### src/inc/pin_change_regs.svh
`ifndef PIN_CHANGE_REGS_SVH
`define PIN_CHANGE_REGS_SVH

// Byte offsets of the register map
`define OFS_RISE_EN      8'h00
`define OFS_FALL_EN      8'h04
`define OFS_EDGE_STATUS  8'h08
`define OFS_INT_CTRL     8'h0C
`define OFS_IRQ_STATUS   8'h10
`define OFS_IRQ_CLEAR    8'h14
`define OFS_IRQ_ENABLE   8'h18

// Field positions in the interrupt control register
`define CTRL_SUMMARY_BIT 0
`define CTRL_MASTER_BIT  3

// Field positions in the event status register
`define EVT_EDGE_BIT     0
`define EVT_WAKE_BIT     1

// Reset values
`define RST_BYTE         8'h00
`define RST_EVT          2'h0

// Bus answers
`define RESP_OKAY        2'h0
`define RESP_SLVERR      2'h2

`endif

### src/inc/pin_change_pkg.sv
package pin_change_pkg;

   // Port width
   typedef logic [7:0] port_t;

   // Block event flags
   typedef logic [1:0] evt_t;

   // Write channel progress
   typedef enum logic [1:0] {
      WR_IDLE,
      WR_RESP
   } wr_state_t;

endpackage

### src/logic/pin_sync.sv
`timescale 1ns/1ps
`default_nettype none
`include "pin_change_regs.svh"

// Three-stage synchroniser for the port pins
module pin_sync (
   // Clock and reset
   input  wire logic                        clk,
   input  wire logic                        rst_n,
   // Pins and their stable view
   input  wire pin_change_pkg::port_t       pins_raw,
   output var  pin_change_pkg::port_t       pins_stable
);

   pin_change_pkg::port_t s1_q;   // Metastable catch, read only by s2
   pin_change_pkg::port_t s2_q;   // Second stage
   pin_change_pkg::port_t s3_q;   // Third stage

   // Shift chain
   always_ff @(posedge clk or negedge rst_n) begin
      if (!rst_n) begin
         s1_q <= `RST_BYTE;
         s2_q <= `RST_BYTE;
         s3_q <= `RST_BYTE;
      end else begin
         s1_q <= pins_raw;
         s2_q <= s1_q;
         s3_q <= s2_q;
      end
   end

   // Change accepted per bit once stages two and three agree
   genvar i;
   for (i = 0; i < 8; i++) begin : g_agree
      always_ff @(posedge clk or negedge rst_n) begin
         if (!rst_n) begin
            pins_stable[i] <= 1'b0;
         end else if (s2_q[i] == s3_q[i]) begin
            pins_stable[i] <= s3_q[i];
         end
      end
   end

endmodule

`default_nettype wire

### src/logic/edge_detect.sv
`timescale 1ns/1ps
`default_nettype none
`include "pin_change_regs.svh"

// Per-pin rising and falling edge detectors
module edge_detect (
   // Clock and reset
   input  wire logic                        clk,
   input  wire logic                        rst_n,
   // Sample and enables
   input  wire pin_change_pkg::port_t       sample,
   input  wire pin_change_pkg::port_t       rise_en,
   input  wire pin_change_pkg::port_t       fall_en,
   // One-cycle edge pulses
   output var  pin_change_pkg::port_t       edge_hit
);

   pin_change_pkg::port_t prev_q;   // Previous sample
   logic                  primed_q; // Blocks a false edge after reset

   // Remember previous sample
   always_ff @(posedge clk or negedge rst_n) begin
      if (!rst_n) begin
         prev_q   <= `RST_BYTE;
         primed_q <= 1'b0;
      end else begin
         prev_q   <= sample;
         primed_q <= 1'b1;
      end
   end

   // Compare per bit in each enabled direction
   genvar i;
   for (i = 0; i < 8; i++) begin : g_edge
      always_comb begin
         edge_hit[i] = primed_q &
                       ((rise_en[i] & sample[i] & ~prev_q[i]) |
                        (fall_en[i] & ~sample[i] & prev_q[i]));
      end
   end

endmodule

`default_nettype wire

### src/logic/pin_change_irq.sv
// Added by the designer: the AXI4-Lite interface to the registers and the placing of the registers.
`timescale 1ns/1ps
`default_nettype none
`include "pin_change_regs.svh"

module pin_change_irq (
   // Clock and reset
   input  wire logic                  sys_clk,
   input  wire logic                  resetn,
   // Monitored port pins
   input  wire logic [7:0]            monitored_port,
   // Sleep state of the core
   input  wire logic                  core_sleeping,
   // Outputs to the core
   output logic                       pin_change_irq_req,
   output logic                       wake_req,
   output logic                       irq,
   // AXI4-Lite write address
   input  wire logic [7:0]            s_axi_awaddr,
   input  wire logic                  s_axi_awvalid,
   output logic                       s_axi_awready,
   // AXI4-Lite write data
   input  wire logic [31:0]           s_axi_wdata,
   input  wire logic [3:0]            s_axi_wstrb,
   input  wire logic                  s_axi_wvalid,
   output logic                       s_axi_wready,
   // AXI4-Lite write response
   output logic [1:0]                 s_axi_bresp,
   output logic                       s_axi_bvalid,
   input  wire logic                  s_axi_bready,
   // AXI4-Lite read address
   input  wire logic [7:0]            s_axi_araddr,
   input  wire logic                  s_axi_arvalid,
   output logic                       s_axi_arready,
   // AXI4-Lite read data
   output logic [31:0]                s_axi_rdata,
   output logic [1:0]                 s_axi_rresp,
   output logic                       s_axi_rvalid,
   input  wire logic                  s_axi_rready
);

   // Reset release chain
   logic rst_a_q;                               // First stage
   logic rst_n;                                 // Released copy

   // Pin path
   pin_change_pkg::port_t pins_stable;          // Filtered pins
   pin_change_pkg::port_t edge_hit;             // Enabled edge pulses
   logic                  core_sleep_s1_q;      // Sleep sync stage one
   logic                  core_sleep_s2_q;      // Sleep sync stage two

   // Registers
   pin_change_pkg::port_t rise_detect_enable_reg; // Rising enables
   pin_change_pkg::port_t fall_detect_enable_reg; // Falling enables
   pin_change_pkg::port_t pin_edge_status_reg;    // Per-pin flags
   logic                  pin_change_master_enable;
   logic                  pin_change_summary_flag;
   pin_change_pkg::evt_t  evt_status_q;          // Sticky block events
   pin_change_pkg::evt_t  evt_enable_q;          // Event enables

   // Write channel holding
   pin_change_pkg::wr_state_t wr_state_q;
   logic        aw_held_q;                       // Address captured
   logic        w_held_q;                        // Data captured
   logic [7:0]  aw_addr_q;                       // Captured address
   logic [31:0] w_data_q;                        // Captured data
   logic        w_lane0_q;                       // Low byte strobe
   logic        wr_fire;                         // Perform write now

   // Status write decode
   logic                  status_wr;             // Status write this cycle
   pin_change_pkg::port_t status_next;           // Flag next value
   pin_change_pkg::evt_t  evt_set;               // Event set pulses
   pin_change_pkg::evt_t  evt_clr;               // Event clear pulses

   // Release reset through two flops
   always_ff @(posedge sys_clk or negedge resetn) begin
      if (!resetn) begin
         rst_a_q <= 1'b0;
         rst_n   <= 1'b0;
      end else begin
         rst_a_q <= 1'b1;
         rst_n   <= rst_a_q;
      end
   end

   // Synchronise pins
   pin_sync u_sync (
      .clk         (sys_clk),
      .rst_n       (rst_n),
      .pins_raw    (monitored_port),
      .pins_stable (pins_stable)
   );

   // Detect enabled edges; both enables give either direction
   edge_detect u_edge (
      .clk      (sys_clk),
      .rst_n    (rst_n),
      .sample   (pins_stable),
      .rise_en  (rise_detect_enable_reg),
      .fall_en  (fall_detect_enable_reg),
      .edge_hit (edge_hit)
   );

   // Sleep level from the core domain boundary
   always_ff @(posedge sys_clk or negedge rst_n) begin
      if (!rst_n) begin
         core_sleep_s1_q <= 1'b0;
         core_sleep_s2_q <= 1'b0;
      end else begin
         core_sleep_s1_q <= core_sleeping;
         core_sleep_s2_q <= core_sleep_s1_q;
      end
   end

   // Write fires when both halves are held and no response pending
   assign wr_fire = aw_held_q & w_held_q & (wr_state_q == pin_change_pkg::WR_IDLE);

   // Capture write address and data in either order
   always_ff @(posedge sys_clk or negedge rst_n) begin
      if (!rst_n) begin
         aw_held_q <= 1'b0;
         w_held_q  <= 1'b0;
         aw_addr_q <= 8'h00;
         w_data_q  <= 32'h00000000;
         w_lane0_q <= 1'b0;
      end else begin
         if (s_axi_awvalid && s_axi_awready) begin
            aw_held_q <= 1'b1;
            aw_addr_q <= s_axi_awaddr;
         end else if (wr_fire) begin
            aw_held_q <= 1'b0;
         end
         if (s_axi_wvalid && s_axi_wready) begin
            w_held_q  <= 1'b1;
            w_data_q  <= s_axi_wdata;
            w_lane0_q <= s_axi_wstrb[0];
         end else if (wr_fire) begin
            w_held_q <= 1'b0;
         end
      end
   end

   // Ready while the matching holding slot is empty and no response is pending
   always_ff @(posedge sys_clk or negedge rst_n) begin
      if (!rst_n) begin
         s_axi_awready <= 1'b0;
         s_axi_wready  <= 1'b0;
      end else begin
         s_axi_awready <= ~aw_held_q & ~(s_axi_awvalid & s_axi_awready) &
                          (wr_state_q == pin_change_pkg::WR_IDLE);
         s_axi_wready  <= ~w_held_q & ~(s_axi_wvalid & s_axi_wready) &
                          (wr_state_q == pin_change_pkg::WR_IDLE);
      end
   end

   // Write response
   always_ff @(posedge sys_clk or negedge rst_n) begin
      if (!rst_n) begin
         wr_state_q   <= pin_change_pkg::WR_IDLE;
         s_axi_bvalid <= 1'b0;
         s_axi_bresp  <= `RESP_OKAY;
      end else begin
         case (wr_state_q)
            pin_change_pkg::WR_IDLE: begin
               if (wr_fire) begin
                  wr_state_q   <= pin_change_pkg::WR_RESP;
                  s_axi_bvalid <= 1'b1;
                  case (aw_addr_q)
                     // Mapped words answer OKAY, including OFS_IRQ_STATUS, which no register write decodes
                     `OFS_RISE_EN, `OFS_FALL_EN, `OFS_EDGE_STATUS,
                     `OFS_INT_CTRL, `OFS_IRQ_STATUS, `OFS_IRQ_CLEAR,
                     `OFS_IRQ_ENABLE: begin
                        s_axi_bresp <= `RESP_OKAY;
                     end
                     default: begin
                        s_axi_bresp <= `RESP_SLVERR;
                     end
                  endcase
               end
            end
            pin_change_pkg::WR_RESP: begin
               if (s_axi_bready) begin
                  wr_state_q   <= pin_change_pkg::WR_IDLE;
                  s_axi_bvalid <= 1'b0;
               end
            end
            default: begin
               wr_state_q   <= pin_change_pkg::WR_IDLE;
               s_axi_bvalid <= 1'b0;
            end
         endcase
      end
   end

   // Control registers written by software
   always_ff @(posedge sys_clk or negedge rst_n) begin
      if (!rst_n) begin
         rise_detect_enable_reg   <= `RST_BYTE;
         fall_detect_enable_reg   <= `RST_BYTE;
         pin_change_master_enable <= 1'b0;
         evt_enable_q             <= `RST_EVT;
      end else if (wr_fire && w_lane0_q) begin
         case (aw_addr_q)
            `OFS_RISE_EN:    rise_detect_enable_reg <= w_data_q[7:0];
            `OFS_FALL_EN:    fall_detect_enable_reg <= w_data_q[7:0];
            `OFS_INT_CTRL:   pin_change_master_enable <= w_data_q[`CTRL_MASTER_BIT];
            `OFS_IRQ_ENABLE: evt_enable_q <= w_data_q[1:0];
            default: begin
               // Other offsets leave controls alone
            end
         endcase
      end
   end

   // Flag write: zero clears, one keeps
   always_comb begin
      status_wr   = wr_fire & w_lane0_q & (aw_addr_q == `OFS_EDGE_STATUS);
      status_next = pin_edge_status_reg;
      if (status_wr) begin
         status_next = pin_edge_status_reg & w_data_q[7:0];
      end
   end

   // Per-pin flags; a new edge wins over a clear, master ignored here
   always_ff @(posedge sys_clk or negedge rst_n) begin
      if (!rst_n) begin
         pin_edge_status_reg <= `RST_BYTE;
      end else begin
         pin_edge_status_reg <= status_next | edge_hit;
      end
   end

   // Summary follows the flags each cycle
   always_ff @(posedge sys_clk or negedge rst_n) begin
      if (!rst_n) begin
         pin_change_summary_flag <= 1'b0;
      end else begin
         pin_change_summary_flag <= |(status_next | edge_hit);
      end
   end

   // Interrupt and wake requests gated by the master enable
   always_ff @(posedge sys_clk or negedge rst_n) begin
      if (!rst_n) begin
         pin_change_irq_req <= 1'b0;
         wake_req           <= 1'b0;
      end else begin
         pin_change_irq_req <= pin_change_master_enable & (|(status_next | edge_hit));
         wake_req           <= pin_change_master_enable & core_sleep_s2_q &
                               (|(status_next | edge_hit));
      end
   end

   // Sticky block events; set wins over clear
   always_comb begin
      evt_set = `RST_EVT;
      evt_set[`EVT_EDGE_BIT] = |edge_hit;
      evt_set[`EVT_WAKE_BIT] = pin_change_master_enable & core_sleep_s2_q & (|edge_hit);
      evt_clr = `RST_EVT;
      if (wr_fire && w_lane0_q && (aw_addr_q == `OFS_IRQ_CLEAR)) begin
         evt_clr = w_data_q[1:0];
      end
   end

   always_ff @(posedge sys_clk or negedge rst_n) begin
      if (!rst_n) begin
         evt_status_q <= `RST_EVT;
      end else begin
         evt_status_q <= (evt_status_q & ~evt_clr) | evt_set;
      end
   end

   // Level interrupt from enabled events
   always_ff @(posedge sys_clk or negedge rst_n) begin
      if (!rst_n) begin
         irq <= 1'b0;
      end else begin
         irq <= |(((evt_status_q & ~evt_clr) | evt_set) & evt_enable_q);
      end
   end

   // Read channel: one cycle to answer, held until taken
   always_ff @(posedge sys_clk or negedge rst_n) begin
      if (!rst_n) begin
         s_axi_arready <= 1'b0;
         s_axi_rvalid  <= 1'b0;
         s_axi_rdata   <= 32'h00000000;
         s_axi_rresp   <= `RESP_OKAY;
      end else begin
         s_axi_arready <= ~s_axi_rvalid & ~(s_axi_arvalid & s_axi_arready);
         if (s_axi_arvalid && s_axi_arready) begin
            s_axi_rvalid <= 1'b1;
            s_axi_rresp  <= `RESP_OKAY;
            s_axi_rdata  <= 32'h00000000;
            case (s_axi_araddr)
               `OFS_RISE_EN:     s_axi_rdata[7:0] <= rise_detect_enable_reg;
               `OFS_FALL_EN:     s_axi_rdata[7:0] <= fall_detect_enable_reg;
               `OFS_EDGE_STATUS: s_axi_rdata[7:0] <= pin_edge_status_reg;
               `OFS_INT_CTRL: begin
                  s_axi_rdata[`CTRL_MASTER_BIT]  <= pin_change_master_enable;
                  s_axi_rdata[`CTRL_SUMMARY_BIT] <= pin_change_summary_flag;
               end
               `OFS_IRQ_STATUS:  s_axi_rdata[1:0] <= evt_status_q;
               `OFS_IRQ_CLEAR: begin
                  // Write-only, reads zero
               end
               `OFS_IRQ_ENABLE:  s_axi_rdata[1:0] <= evt_enable_q;
               default: begin
                  s_axi_rresp <= `RESP_SLVERR;
               end
            endcase
         end else if (s_axi_rvalid && s_axi_rready) begin
            s_axi_rvalid <= 1'b0;
         end
      end
   end

endmodule

`default_nettype wire

### config.mk
export PLATFORM = sky130hd
export DESIGN_NAME = pin_change_irq
export DESIGN_NICKNAME = d
export VERILOG_FILES = /design/src/inc/pin_change_pkg.sv /design/src/logic/pin_sync.sv /design/src/logic/edge_detect.sv /design/src/logic/pin_change_irq.sv
export VERILOG_INCLUDE_DIRS = /design/src /design/src/inc
export SDC_FILE = /design/constraint.sdc
export NUM_CORES = 1
export LEC_CHECK = 0
export ABC_AREA = 1
export BUFFER_PORTS_ARGS = -buffer_cell sky130_fd_sc_hd__buf_2
export CAP_MARGIN = 20
export CORE_ASPECT_RATIO = 0.5
export CORE_MARGIN = 4
export CORE_UTILIZATION = 53
export DETAILED_ROUTE_END_ITERATION = 10
export GPL_TIMING_DRIVEN = 0
export MAX_ROUTING_LAYER = met4
export PLACE_DENSITY = 0.8
export SLEW_MARGIN = 0
export SYNTH_ARGS = -nofsm -noshare
export SYNTH_HDL_FRONTEND = slang
export SYNTH_SLANG_ARGS = --single-unit
export TNS_END_PERCENT = 50
### constraint.sdc
create_clock -name sys_clk -period 4.74 [get_ports sys_clk]
set_input_delay 0.237 -clock sys_clk [delete_from_list [all_inputs] [get_ports sys_clk]]
set_output_delay 0.237 -clock sys_clk [all_outputs]
set_load 0.05 [all_outputs]
**After elaboration in Yosys (flattened, before gate mapping)**

Cells that the tools add are included.

- Bits of input ports: 68
- Flip-flop bits (word level): 116

- Reductions and logical operators: 23
- Mux-type cells: 20
- Bitwise gates (word level): 92
- Eq/ne operators: 23

Operator list:

| cell | number |
|---|---|
| 1-bit AND | 56 |
| 8-bit by 5-bit == test with 1-bit output (second input constant) | 6 |
| 8-bit by 4-bit == test with 1-bit output (second input constant) | 4 |
| 1-bit NOT | 22 |
| 8-bit by 3-bit == test with 1-bit output (second input constant) | 2 |
| 8-bit logical NOT | 2 |
| 8-bit OR reduction | 2 |
| 7-bit OR reduction | 2 |
| 4-bit one-hot mux with 3 select lines | 1 |
| 2-bit AND reduction | 6 |
| 2-bit two-way mux | 5 |
| 8-bit AND | 1 |
| 1-bit == test | 8 |
| 8-bit two-way mux | 1 |
| 1-bit OR | 8 |
| 8-bit OR | 1 |
| 1-bit two-way mux | 7 |
| 1-bit logical AND | 6 |
| 1-bit one-hot mux with 6 select lines | 1 |
| 2-bit nonzero test | 3 |
| 1-bit one-hot mux with 5 select lines | 1 |
| 2-bit AND | 2 |
| 2-bit != test (second input constant) | 2 |
| 1-bit one-hot mux with 4 select lines | 1 |
| other kinds (8) | 8 |

**Logic depth before layout (Yosys ltp)**

- Depth after elaboration: 10
- Mapped depth: 11
- Mapped depth without buffers: 11

**By module**

A second synthesis with hierarchy kept.

- Cells, all modules: 487
- Area, all modules: 4621.9 um^2

Modules (own cells, without submodules):

| module | area each (um^2) | cells an instance | instances |
|---|---|---|---|
| pin_change_irq | 3240.6 | 364 | 1 |
| pin_sync | 930.9 | 64 | 1 |
| edge_detect | 450.4 | 59 | 1 |

**Worst setup path before layout**

No wires, ideal clock.

- Path type: register to register
- Start point: reg s_axi_bvalid (netlist name)
- End point: reg pin_change_irq_req
- Data arrival time: 1559 ps
- Stages on the path, launching flop included: 12
- Setup slack: 3062 ps
- Buffers on the path: 1
- Cell sequence: dfrtp_1 -> inv_2 -> nand3_4 -> nor2_4 -> buf_6 -> nand3_1 -> nand2_1 -> nand2_1 -> nor2_1 -> nand2_1 -> nor2_2 -> nor2_1

RTL lines:

| item | RTL line | text |
|---|---|---|
| end signal: assignment | pin_change_irq.sv:249 | `pin_change_irq_req <= pin_change_master_enable & (\|(status_next \| edge_hit));` |
| end: declaration | pin_change_irq.sv:15 | `output logic pin_change_irq_req,` |

**Worst setup path after layout**

- Start point: reg aw_addr_q[7]
- End point: reg wake_req

- Longest elaborated chain between the ends: 6

RTL lines:

| item | RTL line | text |
|---|---|---|
| start: declaration | pin_change_irq.sv:65 | `logic [7:0] aw_addr_q;` |
| start signal: assignment | pin_change_irq.sv:130 | `aw_addr_q <= s_axi_awaddr;` |
| 8-bit by 4-bit == test with 1-bit output | - |  |
| 1-bit AND | pin_change_irq.sv:218 | `` status_wr = wr_fire & w_lane0_q & (aw_addr_q == `OFS_EDGE_STATUS); `` |
| 8-bit two-way mux | pin_change_irq.sv:220 | `if (status_wr) begin` |
| 8-bit OR | pin_change_irq.sv:251 | `(\|(status_next \| edge_hit));` |
| 8-bit OR reduction | pin_change_irq.sv:251 |  |
| 1-bit AND | pin_change_irq.sv:250 | `wake_req <= pin_change_master_enable & core_sleep_s2_q &` |
| end signal: assignment | pin_change_irq.sv:250 |  |
| end: declaration | pin_change_irq.sv:16 | `output logic wake_req,` |

No other way between the ends.
A chain may end at the register's enable or synchronous reset.

==> reports/metrics.yaml <==
post_cts_buffers: 0
cts_made_buffers: 9
critical_path_class: "reg -> reg"
cts_num_sinks: 112
grt_pass1_vias: 3115
clock.fmax_ghz: 0.572
synth_top_area_cell: "dfrtp_1"
synthArstFlopShare_pct: 100
fillers: 633
finClkSkew_ns: 0.00861
cp-start-kind: "register"
drt_iter0_markers: 245
drv_cap: 0
yosys_warnings: 0
wl_um: 8900
dp_hpwl_um: 6340
synth_cell_types: 28
hold_viol: 0
clk_latency_ns: 0.35
cts_tree: "built"
finalSetupTns_ns: 0
ios: 112
avgSynthCellArea_um2: 10.1
place.gp.congestion: 0.895
h-tree-depth: 3
synth_seq_cells: 112
hold_path_class: "in -> reg"
die_w_um: 138
diodes: 0
antenna_found_initial: 0
worst_pin_slew_ns: 0.564
slew_headroom_pct: 62.4
total_power_uw: 2620
crit_fanout: 8
setup_viol: 0
utilization_pct: 67.1
r2r-start: "aw_addr_q[7]"
grt-ovfl-total: 0
drc: 0
reg2reg_setup_slack_ns: 2.99
wl_per_cell_um: 13.3
layout_common_cells: "dfrtp_1 (111), nand2_1 (85), buf_2 (61)"
grt_start_max_net_pins: 75
root_buffer: "clkbuf_16"
clock_path_buffers: 2
io_buffers: 58
ys.flop_type: "dfrtp_1"
yosys-top-cells-area: "dfrtp_1 (63%), nand2_1 (7.1%), o21ai_0 (4.6%)"
seq_area_frac_synth_pct: 62.6
vias: 3236
power_density_nw_per_um2: 481
die-area_um2: 10100
status: "completed"
period_needed_ns: 1.75
syn_inst: 444
drive_gt1_share_pct: 22.2
clk_pin_slew_ns: 0.07
critPathLaunch: "aw_addr_q[7]"
num_rows: 23
rsz0062_at_grt: "false"
dr.pass1.iters: 5
yosysTopAreaCellShare_pct: 62.6
endpoint_kind: "register"
drv_slew: 0
grt_pass1_wl_um: 14700
cts_resized: 0
postRouteAntennaNets: 0
viasPerCell: 4.85
synth_area_um2: 4480
core_region_area_um2: 8120
ir_worst_vdd_uv: 281
cp.arrival_ns: 1.98
cts-hold-fix-buffers: 8
synth_edf_count: 0
p_leak_uw: 0.00268
hold_start: "s_axi_rready"
worstPathRequired_ns: 4.97
finalNetCount: 618
track_usage_pct: 19.8
post-route-period-util_pct: 36.9
final_common_cell: "dfrtp_1"
area_growth_pct: 21.6
start_util_pct: 55.2
die_y_um: 73.0
## stage by stage
| stage | setup slack, ns | area [um2] | hold slack [ns] | instances |
|---|---|---|---|---|
| 4_1_cts | 3.00 | 5430 | 0.00392 | 665 |
| 3_3_place_gp | 0.300 | 5010 | 0.0232 | 640 |
| 6_report | 2.99 | 5450 | 0.0707 | 667 |
| 5_1_grt | 2.83 | 5450 | 0.0760 | 667 |
| 3_5_place_dp | 3.01 | 5040 | 0.0240 | 641 |
| 2_1_floorplan | 1.39 | 4580 | -0.0586 | 470 |
## synth_stat cells (5+ instances only)
library cell and number:
maj3_1 8, nor2_1 32, a21oi_1 30, nand2_1 85, inv_1 40, dfrtp_1 112
mux2_2 5, nand3b_1 7, o21ai_0 41, buf_4 27, nand3_1 21
## report_power, final
part           internal, uW  switching, uW  total (uW)
sequential             1120            100        1220
clock                   440            324         764
combinational           188            444         632
total                  1750            868        2620
## final timing paths
| path | to | cells after the start |
|---|---|---|
| min in group asynchronous | rst_n | 2 |
| hold / removal | s_axi_rvalid | 2 |
| max in group asynchronous | evt_status_q[0] | 1 |
| setup reg to reg | wake_req | 10 |
| setup / recovery | wake_req | 10 |
| hold reg to reg | u_sync.s1_q[5] | 0 |
## final cells by class
cell class	instances	area [um2]	share of cell area (%)
timing repair buffer	69	418	7.67
sequential	112	2810	51.5
clock buffer	12	256	4.71
clock inverter	4	51.3	0.942
inverter	42	158	2.90
buffer	35	244	4.48
tap	112	140	2.57
multi-input combinational	281	1370	25.2
## per-layer routing
layer / global-route usage (%) / wire length, um / vias up
met4: 4.27 / 74 / 0
met1: 27.4 / 4210 / 1509
met5: - / 0 / -
li1: - / - / 1595
met3: 6.89 / 780 / 10
met2: 28.6 / 3830 / 122
## cell families after synthesis
| group | after synthesis | synth area share, % |
|---|---|---|
| DFF | 112 | 62.6 |
| adders and majority gates | 8 | 1.79 |
| AOI/OAI and AO/OA | 75 | 8.52 |
| muxes | 5 | 1.26 |
| other | 2 | 0.168 |
| and+or+nand+nor | 165 | 16.7 |
| buffers and inverters | 77 | 8.97 |
## worst max-delay path, cell delays in order (launching register included)
cell	delay (ns)
dfrtp_1	0.37
nor2_1	0.16
nand2_1	0.14
nor2_4	0.24
nand3_1	0.14
nand2_1	0.08
nand2_1	0.06
nor2_1	0.11
nand2_1	0.07
nor2_2	0.19
nor2_1	0.08
No activity file was read; power rests on OpenSTA's default activity.
